===== src/logic/cscpa_pkg.sv =====
`default_nettype none
package cscpa_pkg;
  // Module and map sizing
  localparam logic [5:0] MOD_WORDS_MIN    = 6'h01;
  localparam logic [5:0] MOD_WORDS_MAX    = 6'h20;
  localparam logic [7:0] EXCESS_BYTES_MAX = 8'h20;   // Allowed module excess over the maps
  localparam logic [4:0] MAP_ENTRIES      = 5'h10;   // Entries per parameter map
  localparam logic [4:0] PLC_WORDS_MAX    = 5'h10;   // Extra words for the embedded PLC application
  localparam logic [7:0] BYTES_SHORT      = 8'h02;
  localparam logic [7:0] BYTES_LONG       = 8'h04;
  localparam logic [7:0] BYTES_BYTE       = 8'h01;
  // Fault subcodes
  localparam logic [15:0] SUB_OUT_MISMATCH = 16'h0084;
  localparam logic [15:0] SUB_IN_MISMATCH  = 16'h0074;
  // Diagnostic code offset
  localparam logic [15:0] DIAG_OFFSET      = 16'h00FF;
  localparam logic [7:0]  ALARM_MAX        = 8'h3C;
  localparam logic [15:0] PAR_INDEX_MAX    = 16'hFFFF;

  // Parameter data types
  typedef enum logic [3:0] {
    CS_T_BIT    = 4'h0,
    CS_T_ENUM   = 4'h1,
    CS_T_FLOAT  = 4'h2,
    CS_T_INMAP  = 4'h3,
    CS_T_OUTMAP = 4'h4,
    CS_T_INT16  = 4'h5,
    CS_T_INT32  = 4'h6,
    CS_T_ILINK  = 4'h7,
    CS_T_LINK   = 4'h8,
    CS_T_UINT16 = 4'h9,
    CS_T_UINT32 = 4'hA,
    CS_T_SINT   = 4'hB
  } cs_type_e;

  // Fieldbus state, one-hot
  typedef enum logic [2:0] {
    CS_IDLE   = 3'b001,
    CS_PREOP  = 3'b010,
    CS_OPER   = 3'b100
  } cs_state_e;

  // Record request state, one-hot
  typedef enum logic [2:0] {
    CS_RQ_IDLE = 3'b001,
    CS_RQ_WAIT = 3'b010,
    CS_RQ_DONE = 3'b100
  } cs_rq_e;
endpackage
`default_nettype wire


===== src/logic/cscpa_len.sv =====
`timescale 1ns/100ps
`default_nettype none
// Transfer length in bytes for one parameter data type
module cscpa_len
  import cscpa_pkg::*;
(
  input  wire logic [3:0] dtype,
  output logic      [7:0] nbytes
);
  // Length lookup by data type
  always_comb begin
    case (dtype)
      CS_T_FLOAT, CS_T_INT32, CS_T_UINT32: nbytes = BYTES_LONG;
      CS_T_SINT:                           nbytes = BYTES_BYTE;
      default:                             nbytes = BYTES_SHORT;
    endcase
  end
endmodule
`default_nettype wire


===== src/logic/cscpa_top.sv =====
// Overview of operation
// - Master modules range from one to thirty-two words.
// - Module smaller than the larger map size is a mismatch.
// - Module larger than map size by over 32 bytes is a mismatch.
// - Input and output maps may differ; compare against the larger.
// - Up to 16 leftover words go to the embedded PLC application.
// - Mismatch blocks cyclic exchange and reports pre-operational state.
// - Mismatch raises bus fault, subcode 0084h output, 0074h input.
// - Allowed size is adopted; save keeps it; after restart, connecting that size gives operational.
// - Disallowed saved size never auto-operates; both subcodes after restart if the last connected size was disallowed.
// - Forced same module or cable reconnect still enters operational.
// - Record write changes writable parameters; record read returns parameters.
// - Record index equals the addressed parameter index.
// - Lengths: 2 for 16-bit kinds, 4 for 32-bit and float, 1 for byte.
// - Map index entries accept only nonzero parameter numbers.
// - Diagnostic code equals alarm code plus 255, 256 to 315.
// - Each map needs one entry or no module can match.
// - Each mapped parameter counts as 2 or 4 bytes.
`timescale 1ns/100ps
`default_nettype none
module cscpa_top
  import cscpa_pkg::*;
(
  input  wire logic        SYS_CLK,
  input  wire logic        RESETN,
  input  wire logic        MOD_CONNECT,
  input  wire logic        MOD_FORCE,
  input  wire logic [5:0]  MOD_WORDS,
  input  wire logic [15:0] IN_MAP_LONG,
  input  wire logic [15:0] IN_MAP_USED,
  input  wire logic [15:0] OUT_MAP_LONG,
  input  wire logic [15:0] OUT_MAP_USED,
  input  wire logic        SAVE_CMD,
  input  wire logic        RESTART,
  input  wire logic        REC_REQ,
  input  wire logic        REC_WRITE,
  input  wire logic [15:0] REC_INDEX,
  input  wire logic [7:0]  REC_LEN,
  input  wire logic [31:0] REC_WDATA,
  input  wire logic        PAR_ACK,
  input  wire logic        PAR_EXISTS,
  input  wire logic        PAR_WRITABLE,
  input  wire logic [3:0]  PAR_TYPE,
  input  wire logic [31:0] PAR_RDATA,
  input  wire logic [7:0]  ALARM_CODE,
  input  wire logic        ALARM_VALID,
  output logic             PAR_REQ,
  output logic             PAR_WE,
  output logic [15:0]      PAR_INDEX,
  output logic [31:0]      PAR_WDATA,
  output logic             REC_DONE,
  output logic             REC_ERR,
  output logic [31:0]      REC_RDATA,
  output logic [7:0]       REC_RLEN,
  output logic             CYCLIC_EN,
  output logic             STATE_PREOP,
  output logic             STATE_OPER,
  output logic             BUS_FAULT,
  output logic [15:0]      FAULT_SUB_OUT,
  output logic [15:0]      FAULT_SUB_IN,
  output logic [4:0]       PLC_IN_WORDS,
  output logic [4:0]       PLC_OUT_WORDS,
  output logic [15:0]      DIAG_CODE,
  output logic             DIAG_VALID,
  output logic [5:0]       SAVED_WORDS
);
  // Map byte counts: 2 or 4 bytes per used entry
  logic [7:0] in_bytes;
  logic [7:0] out_bytes;
  logic [7:0] max_bytes;
  logic [7:0] mod_bytes;
  always_comb begin
    in_bytes  = 8'h00;
    out_bytes = 8'h00;
    for (int i = 0; i < MAP_ENTRIES; i++) begin
      if (IN_MAP_USED[i]) begin
        in_bytes = in_bytes + (IN_MAP_LONG[i] ? BYTES_LONG : BYTES_SHORT);
      end
      if (OUT_MAP_USED[i]) begin
        out_bytes = out_bytes + (OUT_MAP_LONG[i] ? BYTES_LONG : BYTES_SHORT);
      end
    end
  end
  assign max_bytes = (in_bytes > out_bytes) ? in_bytes : out_bytes;
  assign mod_bytes = {1'b0, MOD_WORDS, 1'b0};
  // Size check: module in range, not below, not above by over 32 bytes
  logic mod_legal;
  logic size_ok;
  logic in_ok;
  logic out_ok;
  assign mod_legal = (MOD_WORDS >= MOD_WORDS_MIN) && (MOD_WORDS <= MOD_WORDS_MAX);
  // An empty map can never match, so a zero size fails here
  assign in_ok  = (in_bytes != 8'h00) && (mod_bytes >= in_bytes);
  assign out_ok = (out_bytes != 8'h00) && (mod_bytes >= out_bytes);
  assign size_ok = mod_legal && in_ok && out_ok && (mod_bytes >= max_bytes)
                   && ((mod_bytes - max_bytes) <= EXCESS_BYTES_MAX);
  // Fieldbus state machine
  cs_state_e  state_ff, nxt_state;
  logic [5:0] saved_ff, nxt_saved;
  logic [5:0] cfg_ff, nxt_cfg;
  logic [5:0] last_mod_ff, nxt_last_mod;
  logic       sub_out_ff, nxt_sub_out;
  logic       sub_in_ff, nxt_sub_in;
  logic       cfg_bad_ff, nxt_cfg_bad;
  always_comb begin
    nxt_state    = state_ff;
    nxt_saved    = saved_ff;
    nxt_cfg      = cfg_ff;
    nxt_last_mod = last_mod_ff;
    nxt_sub_out  = sub_out_ff;
    nxt_sub_in   = sub_in_ff;
    nxt_cfg_bad  = cfg_bad_ff;
    if (SAVE_CMD) begin
      nxt_saved = cfg_ff;
    end
    if (RESTART) begin
      // Restart reloads the saved size; both subcodes follow the bad flag of the last connected size
      nxt_state = CS_IDLE;
      nxt_cfg   = saved_ff;
      if (cfg_bad_ff) begin
        nxt_sub_out = 1'b1;
        nxt_sub_in  = 1'b1;
      end else begin
        nxt_sub_out = 1'b0;
        nxt_sub_in  = 1'b0;
      end
    end else if (MOD_CONNECT) begin
      nxt_last_mod = MOD_WORDS;
      case (state_ff)
        CS_IDLE, CS_PREOP, CS_OPER: begin
          if (size_ok) begin
            nxt_cfg     = MOD_WORDS;
            nxt_cfg_bad = 1'b0;
            nxt_sub_out = 1'b0;
            nxt_sub_in  = 1'b0;
            // New size is adopted at once; operational only on a reconnect of the same size
            nxt_state   = (MOD_WORDS == cfg_ff) ? CS_OPER : CS_PREOP;
          end else if ((cfg_bad_ff || sub_out_ff || sub_in_ff) && MOD_FORCE
                       && (MOD_WORDS == last_mod_ff)) begin
            // Forced reconnect of the same module still runs, data invalid
            nxt_state = CS_OPER;
          end else begin
            nxt_state   = CS_PREOP;
            nxt_cfg     = MOD_WORDS;
            nxt_cfg_bad = 1'b1;
            nxt_sub_out = !(mod_legal && out_ok && ((mod_bytes - out_bytes) <= EXCESS_BYTES_MAX));
            nxt_sub_in  = !(mod_legal && in_ok && ((mod_bytes - in_bytes) <= EXCESS_BYTES_MAX));
          end
        end
        default: nxt_state = CS_IDLE;
      endcase
    end
  end
  // State registers
  always_ff @(posedge SYS_CLK or negedge RESETN) begin
    if (!RESETN) begin
      state_ff    <= CS_IDLE;
      saved_ff    <= 6'h00;
      cfg_ff      <= 6'h00;
      last_mod_ff <= 6'h00;
      sub_out_ff  <= 1'b0;
      sub_in_ff   <= 1'b0;
      cfg_bad_ff  <= 1'b0;
    end else begin
      state_ff    <= nxt_state;
      saved_ff    <= nxt_saved;
      cfg_ff      <= nxt_cfg;
      last_mod_ff <= nxt_last_mod;
      sub_out_ff  <= nxt_sub_out;
      sub_in_ff   <= nxt_sub_in;
      cfg_bad_ff  <= nxt_cfg_bad;
    end
  end
  // State outputs; cyclic data only in operational state
  assign CYCLIC_EN     = (state_ff == CS_OPER);
  assign STATE_PREOP   = (state_ff == CS_PREOP);
  assign STATE_OPER    = (state_ff == CS_OPER);
  assign BUS_FAULT     = sub_out_ff | sub_in_ff;
  assign FAULT_SUB_OUT = sub_out_ff ? SUB_OUT_MISMATCH : 16'h0000;
  assign FAULT_SUB_IN  = sub_in_ff ? SUB_IN_MISMATCH : 16'h0000;
  assign SAVED_WORDS   = saved_ff;
  // Leftover words for the embedded PLC application, capped at 16
  logic [5:0] in_words;
  logic [5:0] out_words;
  logic [5:0] left_in;
  logic [5:0] left_out;
  assign in_words  = in_bytes[6:1] + {5'h00, in_bytes[0]};
  assign out_words = out_bytes[6:1] + {5'h00, out_bytes[0]};
  assign left_in   = (cfg_ff > in_words) ? (cfg_ff - in_words) : 6'h00;
  assign left_out  = (cfg_ff > out_words) ? (cfg_ff - out_words) : 6'h00;
  assign PLC_IN_WORDS  = (left_in > {1'b0, PLC_WORDS_MAX}) ? PLC_WORDS_MAX : left_in[4:0];
  assign PLC_OUT_WORDS = (left_out > {1'b0, PLC_WORDS_MAX}) ? PLC_WORDS_MAX : left_out[4:0];
  // Record access length from parameter type
  logic [7:0] type_len;
  cscpa_len u_len (
    .dtype  (PAR_TYPE),
    .nbytes (type_len)
  );
  // Record request machine
  cs_rq_e      rq_ff, nxt_rq;
  logic        we_ff, nxt_we;
  logic [15:0] idx_ff, nxt_idx;
  logic [31:0] wdat_ff, nxt_wdat;
  logic [7:0]  len_ff, nxt_len;
  logic [31:0] rdat_ff, nxt_rdat;
  logic [7:0]  rlen_ff, nxt_rlen;
  logic        err_ff, nxt_err;
  logic        bad_map;
  // Map index entries must be nonzero; existence is checked only for the addressed entry
  assign bad_map = ((PAR_TYPE == CS_T_INMAP) || (PAR_TYPE == CS_T_OUTMAP))
                   && (wdat_ff[15:0] == 16'h0000 || !PAR_EXISTS);
  always_comb begin
    nxt_rq   = rq_ff;
    nxt_we   = we_ff;
    nxt_idx  = idx_ff;
    nxt_wdat = wdat_ff;
    nxt_len  = len_ff;
    nxt_rdat = rdat_ff;
    nxt_rlen = rlen_ff;
    nxt_err  = err_ff;
    case (rq_ff)
      CS_RQ_IDLE: begin
        if (REC_REQ) begin
          nxt_rq   = CS_RQ_WAIT;
          nxt_we   = REC_WRITE;
          nxt_idx  = REC_INDEX;
          nxt_wdat = REC_WDATA;
          nxt_len  = REC_LEN;
        end
      end
      CS_RQ_WAIT: begin
        if (PAR_ACK) begin
          nxt_rq   = CS_RQ_DONE;
          nxt_rlen = type_len;
          nxt_rdat = we_ff ? 32'h0000_0000 : PAR_RDATA;
          nxt_err  = !PAR_EXISTS || (len_ff != type_len)
                     || (we_ff && (!PAR_WRITABLE || bad_map));
        end
      end
      CS_RQ_DONE: nxt_rq = CS_RQ_IDLE;
      default:    nxt_rq = CS_RQ_IDLE;
    endcase
  end
  // Request registers
  always_ff @(posedge SYS_CLK or negedge RESETN) begin
    if (!RESETN) begin
      rq_ff   <= CS_RQ_IDLE;
      we_ff   <= 1'b0;
      idx_ff  <= 16'h0000;
      wdat_ff <= 32'h0000_0000;
      len_ff  <= 8'h00;
      rdat_ff <= 32'h0000_0000;
      rlen_ff <= 8'h00;
      err_ff  <= 1'b0;
    end else begin
      rq_ff   <= nxt_rq;
      we_ff   <= nxt_we;
      idx_ff  <= nxt_idx;
      wdat_ff <= nxt_wdat;
      len_ff  <= nxt_len;
      rdat_ff <= nxt_rdat;
      rlen_ff <= nxt_rlen;
      err_ff  <= nxt_err;
    end
  end
  // Parameter port is held while waiting; the write strobe is gated at ack
  assign PAR_REQ   = (rq_ff == CS_RQ_WAIT);
  assign PAR_INDEX = idx_ff;
  assign PAR_WDATA = wdat_ff;
  assign PAR_WE    = (rq_ff == CS_RQ_WAIT) && we_ff && PAR_ACK && PAR_EXISTS
                     && PAR_WRITABLE && !bad_map && (len_ff == type_len);
  assign REC_DONE  = (rq_ff == CS_RQ_DONE);
  assign REC_ERR   = err_ff;
  assign REC_RDATA = rdat_ff;
  assign REC_RLEN  = rlen_ff;
  // Alarm to diagnostic code, codes outside 1..60 ignored
  logic [15:0] diag_ff, nxt_diag;
  logic        dval_ff, nxt_dval;
  always_comb begin
    nxt_diag = diag_ff;
    nxt_dval = 1'b0;
    if (ALARM_VALID && (ALARM_CODE != 8'h00) && (ALARM_CODE <= ALARM_MAX)) begin
      nxt_diag = {8'h00, ALARM_CODE} + DIAG_OFFSET;
      nxt_dval = 1'b1;
    end
  end
  // Diagnostic registers
  always_ff @(posedge SYS_CLK or negedge RESETN) begin
    if (!RESETN) begin
      diag_ff <= 16'h0000;
      dval_ff <= 1'b0;
    end else begin
      diag_ff <= nxt_diag;
      dval_ff <= nxt_dval;
    end
  end
  assign DIAG_CODE  = diag_ff;
  assign DIAG_VALID = dval_ff;
  // Checks
  a_mismatch_preop: assert property (@(posedge SYS_CLK) disable iff (!RESETN)
    MOD_CONNECT && !RESTART && !size_ok && !MOD_FORCE |=> STATE_PREOP && !CYCLIC_EN)
    else $error("mismatch did not give preop");
  a_fault_subcode: assert property (@(posedge SYS_CLK) disable iff (!RESETN)
    BUS_FAULT |-> (FAULT_SUB_OUT == SUB_OUT_MISMATCH || FAULT_SUB_IN == SUB_IN_MISMATCH))
    else $error("fault without subcode");
  a_excess_limit: assert property (@(posedge SYS_CLK) disable iff (!RESETN)
    size_ok |-> (mod_bytes <= max_bytes + EXCESS_BYTES_MAX))
    else $error("excess over limit accepted");
  a_min_size: assert property (@(posedge SYS_CLK) disable iff (!RESETN)
    size_ok |-> (mod_bytes >= in_bytes && mod_bytes >= out_bytes))
    else $error("small module accepted");
  a_empty_map: assert property (@(posedge SYS_CLK) disable iff (!RESETN)
    (IN_MAP_USED == 16'h0000 || OUT_MAP_USED == 16'h0000) |-> !size_ok)
    else $error("empty map matched");
  a_restart_bad: assert property (@(posedge SYS_CLK) disable iff (!RESETN)
    RESTART && cfg_bad_ff |=> FAULT_SUB_OUT == SUB_OUT_MISMATCH && FAULT_SUB_IN == SUB_IN_MISMATCH && !CYCLIC_EN)
    else $error("bad saved size not reported");
  a_save_keeps: assert property (@(posedge SYS_CLK) disable iff (!RESETN)
    SAVE_CMD && !RESTART |=> SAVED_WORDS == $past(cfg_ff))
    else $error("save lost size");
  a_diag_code: assert property (@(posedge SYS_CLK) disable iff (!RESETN)
    ALARM_VALID && ALARM_CODE == 8'h01 |=> DIAG_VALID && DIAG_CODE == 16'h0100)
    else $error("diag code wrong");
  a_rec_answer: assert property (@(posedge SYS_CLK) disable iff (!RESETN)
    PAR_REQ && PAR_ACK |=> REC_DONE ##1 !REC_DONE)
    else $error("record answer timing");
  a_plc_cap: assert property (@(posedge SYS_CLK) disable iff (!RESETN)
    PLC_IN_WORDS <= PLC_WORDS_MAX && PLC_OUT_WORDS <= PLC_WORDS_MAX)
    else $error("plc words over cap");
  c_oper: cover property (@(posedge SYS_CLK) disable iff (!RESETN) STATE_OPER);
  c_preop: cover property (@(posedge SYS_CLK) disable iff (!RESETN) STATE_PREOP && BUS_FAULT);
  c_write: cover property (@(posedge SYS_CLK) disable iff (!RESETN) PAR_WE);
  c_diag: cover property (@(posedge SYS_CLK) disable iff (!RESETN) DIAG_VALID);
endmodule
`default_nettype wire


===== config.mk =====
export PLATFORM = sky130hd
export DESIGN_NAME = cscpa_top
export DESIGN_NICKNAME = d
export VERILOG_FILES = /design/src/logic/cscpa_pkg.sv /design/src/logic/cscpa_len.sv /design/src/logic/cscpa_top.sv
export SDC_FILE = /design/constraint.sdc
export NUM_CORES = 1
export LEC_CHECK = 0
export BUFFER_PORTS_ARGS = -buffer_cell sky130_fd_sc_hd__buf_2
export CORE_AREA = 10 10 320 168
export CTS_CLUSTER_DIAMETER = 60
export DETAILED_ROUTE_END_ITERATION = 10
export DIE_AREA = 0 0 330 178
export SYNTH_ARGS = -nofsm -noshare
export SYNTH_HDL_FRONTEND = slang
export SYNTH_HIERARCHICAL = 1
export SYNTH_SLANG_ARGS = --single-unit

===== constraint.sdc =====
create_clock -name SYS_CLK -period 27.8 [get_ports SYS_CLK]
set_input_delay 5.56 -clock SYS_CLK [delete_from_list [all_inputs] [get_ports SYS_CLK]]
set_output_delay 5.56 -clock SYS_CLK [all_outputs]
set_load 0.02 [all_outputs]

; Word-level counts from Yosys, hierarchy flattened
; Cells that the tools add are included.
[op_classes]
n_lt_le_gt_ge = 14
reduce_logical = 48
n_eq_ne = 20
n_bitwise = 2
add_sub_neg = 38
mux = 101
[ops]
columns = operator, count
row1 = $mux W8, 32
row2 = $add A8 B3 Y8, 30
row3 = $mux W3, 42
row4 = $mux W6, 7
row5 = $le A8 B6 Y1 const B, 4
row6 = $mux W32, 1
row7 = $ge A7 B8 Y1, 3
row8 = $reduce_bool A8 Y1, 3
row9 = $sub A7 B8 Y8, 3
row10 = $logic_and A1 B1 Y1, 22
row11 = $logic_not A16 Y1, 1
row12 = $mux W1, 14
row13 = $add A6 B1 Y6, 2
row14 = $eq A6 B6 Y1, 2
row15 = $gt A6 B5 Y1 const B, 2
row16 = $gt A6 B6 Y1, 2
row17 = $pmux W3 S2, 2
row18 = $sub A6 B6 Y6, 2
row19 = $mux W5, 2
row20 = $add A8 B8 Y9 const B, 1
row21 = $eq A4 B2 Y1 const B, 2
row22 = $eq A4 B3 Y1 const B, 2
row23 = $eq A4 B4 Y1 const B, 2
row24 = $eq A8 B8 Y1, 1
row25 = other kinds (19), 39
[totals]
ff_bits = 142
output_inout_bits = 161
wordCells = 240

; Longest topological paths before layout
[depth]
depth_word = 42
ltp_mapped = 84
ltp_nobuf = 84

; By module
; The synthesis kept the hierarchy.
[by_module_without_submodules]
columns = mod, n_inst, area_each_um2, cells_per_inst
row1 = cscpa_top, 1, 13264.0, 1512
row2 = cscpa_len, 1, 75.1, 11

; Worst setup path after synthesis
; OpenSTA, ideal clock, no wires.
[synth_path]
kind = input to output
startpoint = input IN_MAP_LONG[0]
endpoint = output PLC_IN_WORDS[0]
t_arrival_ns = 19.161
n_path_buf = 0
path_stages = 66
t_required_ns = 22.240
slack_ns = 3.079
cell_sequence = nand2b_1 > inv_1 > ha_1 > fa_1 > and2_1 > nor2_1 > fa_1 > nand2_1 > a21boi_0 > inv_1 > fa_1 > mux2i_1 > inv_1 > fa_1 > nand2_1 > o21ai_0 > fa_1 > mux2i_1 > (+30 left out) > o41ai_1 > fa_1 > nand2b_1 > o21a_1 > inv_1 > fa_1 > a211oi_1 > inv_1 > ha_1 > nor2b_1 > o21ai_0 > nand2b_1 > a21o_1 > a21oi_1 > xnor2_1 > nor3_1 > o21ai_0 > nor2_1
[synth_via]
elab_chain_cells = 37
[synth_lines]
columns = item, line
row1 = start: declaration, cscpa_top.sv:29  ; input wire logic [15:0] IN_MAP_LONG,
row2 = $mux W3 (*), cscpa_top.sv:77  ; in_bytes = in_bytes + (IN_MAP_LONG[i] ? BYTES_LONG : BYTES_SHORT);
row3 = $mux W3 (*), cscpa_top.sv:76  ; if (IN_MAP_USED[i]) begin
row4 = $add A8 B3 Y8, cscpa_top.sv:77
row5 = $mux W8 (*), cscpa_top.sv:76
row6 = $add A8 B3 Y8, cscpa_top.sv:77
row7 = $mux W8 (*), cscpa_top.sv:76
row8 = $add A8 B3 Y8, cscpa_top.sv:77
row9 = $mux W8 (*), cscpa_top.sv:76
row10 = (+21 left out), n/a
row11 = $mux W8 (*), cscpa_top.sv:76
row12 = $add A8 B3 Y8, cscpa_top.sv:77
row13 = $mux W8 (*), cscpa_top.sv:76
row14 = $add A6 B1 Y6 (*), cscpa_top.sv:187  ; assign in_words = in_bytes[6:1] + {5'h00, in_bytes[0]};
row15 = $sub A6 B6 Y6 / $gt A6 B6 Y1 (equally long branches), cscpa_top.sv:189  ; assign left_in = (cfg_ff > in_words) ? (cfg_ff - in_words) : 6'h00;
row16 = $mux W6 (*), cscpa_top.sv:189
row17 = $gt A6 B5 Y1, cscpa_top.sv:191  ; assign PLC_IN_WORDS = (left_in > {1'b0, PLC_WORDS_MAX}) ? PLC_WORDS_MAX : left_in[4:0];
row18 = $mux W5 (*), cscpa_top.sv:191
row19 = end: declaration, cscpa_top.sv:61  ; output logic [4:0] PLC_IN_WORDS,
; Every way passes the cells marked *; elsewhere a longest branch is shown, timed or not.

; Worst setup path after layout
[layout_path]
startpoint = input IN_MAP_LONG[0]
endpoint = output PLC_IN_WORDS[2]
; The elaborated chain is that of the path after synthesis.

==> qor.yml <==
synthesis:
  ys.flop_type: "dfrtp_1"
  netlist_instances: 1523
  yosysTopAreaCellShare_pct: 25.0
  seq_area_frac_synth_pct: 25.3
  syn_area_um2: 13300
  ys_seq_elements: 135
  synth_edf_count: 0
  synth_warnings: 6
  yosysTopAreaCell: "dfrtp_1"
  netlist_top_cells_area: "dfrtp_1, ha_1, mux2_2"
  ys_async_sr_fraction_pct: 100
  ys_types: 96
  syn-mean-instance-area_um2: 8.76
power_and_ir_drop:
  total_leakage_power_nw: 7.71
  power_density_nw_per_um2: 146
  vdd_ir_drop_max_v: 0.000108
global_routing:
  grt_usage_pct: 13.2
  grt_start_max_net_pins: 74
  grt_pass1_wl_mm: 63.5
  antenna_found_initial: 5
  grt_overflow: 0
  grt_pass1_vias: 11425
route:
  drtIter0Drc: 843
  postRouteAntennaNets: 0
  routed_wirelength_mm: 41.3
  vias: 11678
  first_pass_iters: 5
  routed_via_density: 4.72
  wl_per_cell_um: 16.7
  drc_errors: 0
status:
  status: "completed"
layout:
  postLayoutCoreUtil_pct: 33.3
  filler_cell_count: 5013
  area_delta_synth_final_pct: 19.9
  nets: 2123
  final_cell_mix: "buf_2, nand2_1, dfrtp_1"
  multi_input_area_um2: 9170
  finalInstanceArea_um2: 16000
  mostFrequentLayoutCell: "buf_2"
  drive_gt1_share_pct: 26.4
  regArea_um2: 3380
setup_path:
  cp-startpoint: "IN_MAP_LONG[0]"
  cp-start-kind: "input port"
  critPathMaxStageDelay_ns: 0.55
  crit_top_cell: "fa_1"
  worstSetupEndpointType: "output pin"
  setup.worst_path.class: "in -> out"
  crit_path_max_fanout: 5
  cp_slowest_cell: "fa_1"
  cp.arrival_ns: 20.93
  cp_data_required_time_ns: 22.24
  r2r_start: "rq_ff[0]"
floorplanning:
  core_area_um2: 48000
  die_area_um2: 58700
  start_util_pct: 27.8
  ioPinCount: 343
  num_rows: 57
  die_w_um: 330
  fp.dieH_um: 178
sta:
  post-route-period-util_pct: 95.3
  finalMaxSlewViolations: 0
  fin_ws_ns: 1.31
  setup_viol: 0
  setup-tns-final_ns: 0
  layout_min_cycle_time_ns: 26.49
  fmax_mhz: 37.7
  hold_viol: 0
  grt_setup_unrepaired: "no"
  finalClockSkew_ns: 0.00796
  relSlewSlack_pct: 32.2
  worst_pin_slew_ns: 1.02
clock_network:
  cts-root-buf: "clkbuf_16"
  cts_inserted_buffers: 17
  cts.path.max_buffers: 2
  cts_tree: "yes"
  clk_latency_ns: 0.43
  clk_pin_slew_ns: 0.06
  h-tree-depth: 4
  hold_buffers: 0
  numClockSinks: 135
place:
  finalWeightedCongestion: 0.859
  place_area_um2: 15400
  pre_cts_slack_ns: 1.02
  dp_hpwl_mm: 34.7
  port_buffers: 309
hold_path:
  hp-start: "REC_RDATA[25]"
  hp-class: "reg -> reg"
job:
  drv_cap: 0
critical path: cells and delay by family:
family / cells / cell delay, ns
AOI/OAI and AO/OA: 16 / 2.82
muxes: 4 / 1.16
buffers and inverters: 13 / 1.34
and+or+nand+nor: 17 / 1.88
adders and majority gates: 17 / 7.79
xor gates and xnor gates: 2 / 0.39
metrics by stage:
step	total power, mW	cells	hold WS (ns)
2_1_floorplan	1.66	1559	0.499
6_report	2.33	2476	0.476
3_3_place_gp	2.04	2442	0.457
4_1_cts	2.34	2474	0.477
5_1_grt	2.56	2475	0.495
3_5_place_dp	2.10	2442	0.463
synthesized netlist by cell type, types with 35 or more instances:
master / count
nand2_1: 216
nor2_1: 71
buf_4: 45
xor2_1: 44
a21oi_1: 66
dfrtp_1: 133
nand2b_1: 35
ha_1: 97
nor2b_1: 41
xnor2_1: 50
inv_1: 124
mux2_2: 88
o21ai_0: 95
layer usage:
layer	wire length, um	up-vias	track usage [%]	part of all wire [%]
met5	0	-	0	0
met1	19000	5594	18.0	46
met4	603	0	2.22	1.5
li1	-	5787	-	-
met3	1300	51	1.43	3.1
met2	20300	246	22.8	49
state kept, by name, indices dropped and copies added, names as in the netlist:
register and count:
REC_RDATA 32, state_ff 3, sub_in_ff 1, DIAG_VALID 1, sub_out_ff 1, REC_ERR 1
DIAG_CODE 9, we_ff 1, REC_RLEN 8, rq_ff 3, PAR_INDEX 16, last_mod_ff 6
len_ff 8, cfg_ff 6, SAVED_WORDS 6, cfg_bad_ff 1, PAR_WDATA 32
cell families (layout without fill, tap and decap cells):
kind of cell / count (synthesis) / count (layout) / synth area share (%)
AO/OA/AOI/OAI: 309 / 309 / 15.1
XOR/XNOR: 119 / 119 / 10.1
adder cells (fa/ha/maj): 132 / 132 / 14.1
buffers and inverters: 206 / 472 / 7.07
flip-flops: 135 / 135 / 25.3
multiplexers: 117 / 117 / 9.68
other: 2 / 40 / 0.0563
AND/OR/NAND/NOR: 503 / 503 / 18.5
layout make-up:
type / count / area share (%)
timing repair buffer: 312 / 9.82
multi-input combinational: 1218 / 57.3
tap: 649 / 5.08
antenna: 2 / 0.0313
inverter: 128 / 3.00
clock buffer: 18 / 2.74
sequential: 135 / 21.1
clock inverter: 14 / 0.860
power by group:
| part | leakage (nW) | internal, mW | switching (mW) |
|---|---|---|---|
| combinational | 5.78 | 0.714 | 1.05 |
| sequential | 1.65 | 0.283 | 0.0622 |
| clock | 0.284 | 0.128 | 0.0961 |
what timing repair did:
item / in CTS / in global routing
buffers inserted: 0 / 0
setup endpoints to repair: 0 / 3
gates resized for setup: 0 / 1
worst paths after layout:
kind | endpoint | depth (start not counted) | slack, ns
min | REC_RDATA[25] | 2 | 0.48
max | PLC_IN_WORDS[2] | 69 | 1.31
max in group asynchronous | REC_RDATA[0] | 2 | 21.07
min in group asynchronous | PAR_INDEX[14] | 1 | 5.21
max reg2reg | PAR_WDATA[29] | 3 | 25.27
min reg2reg | REC_RDATA[25] | 2 | 0.48
Note: power is estimated with default switching activity, not from simulation.
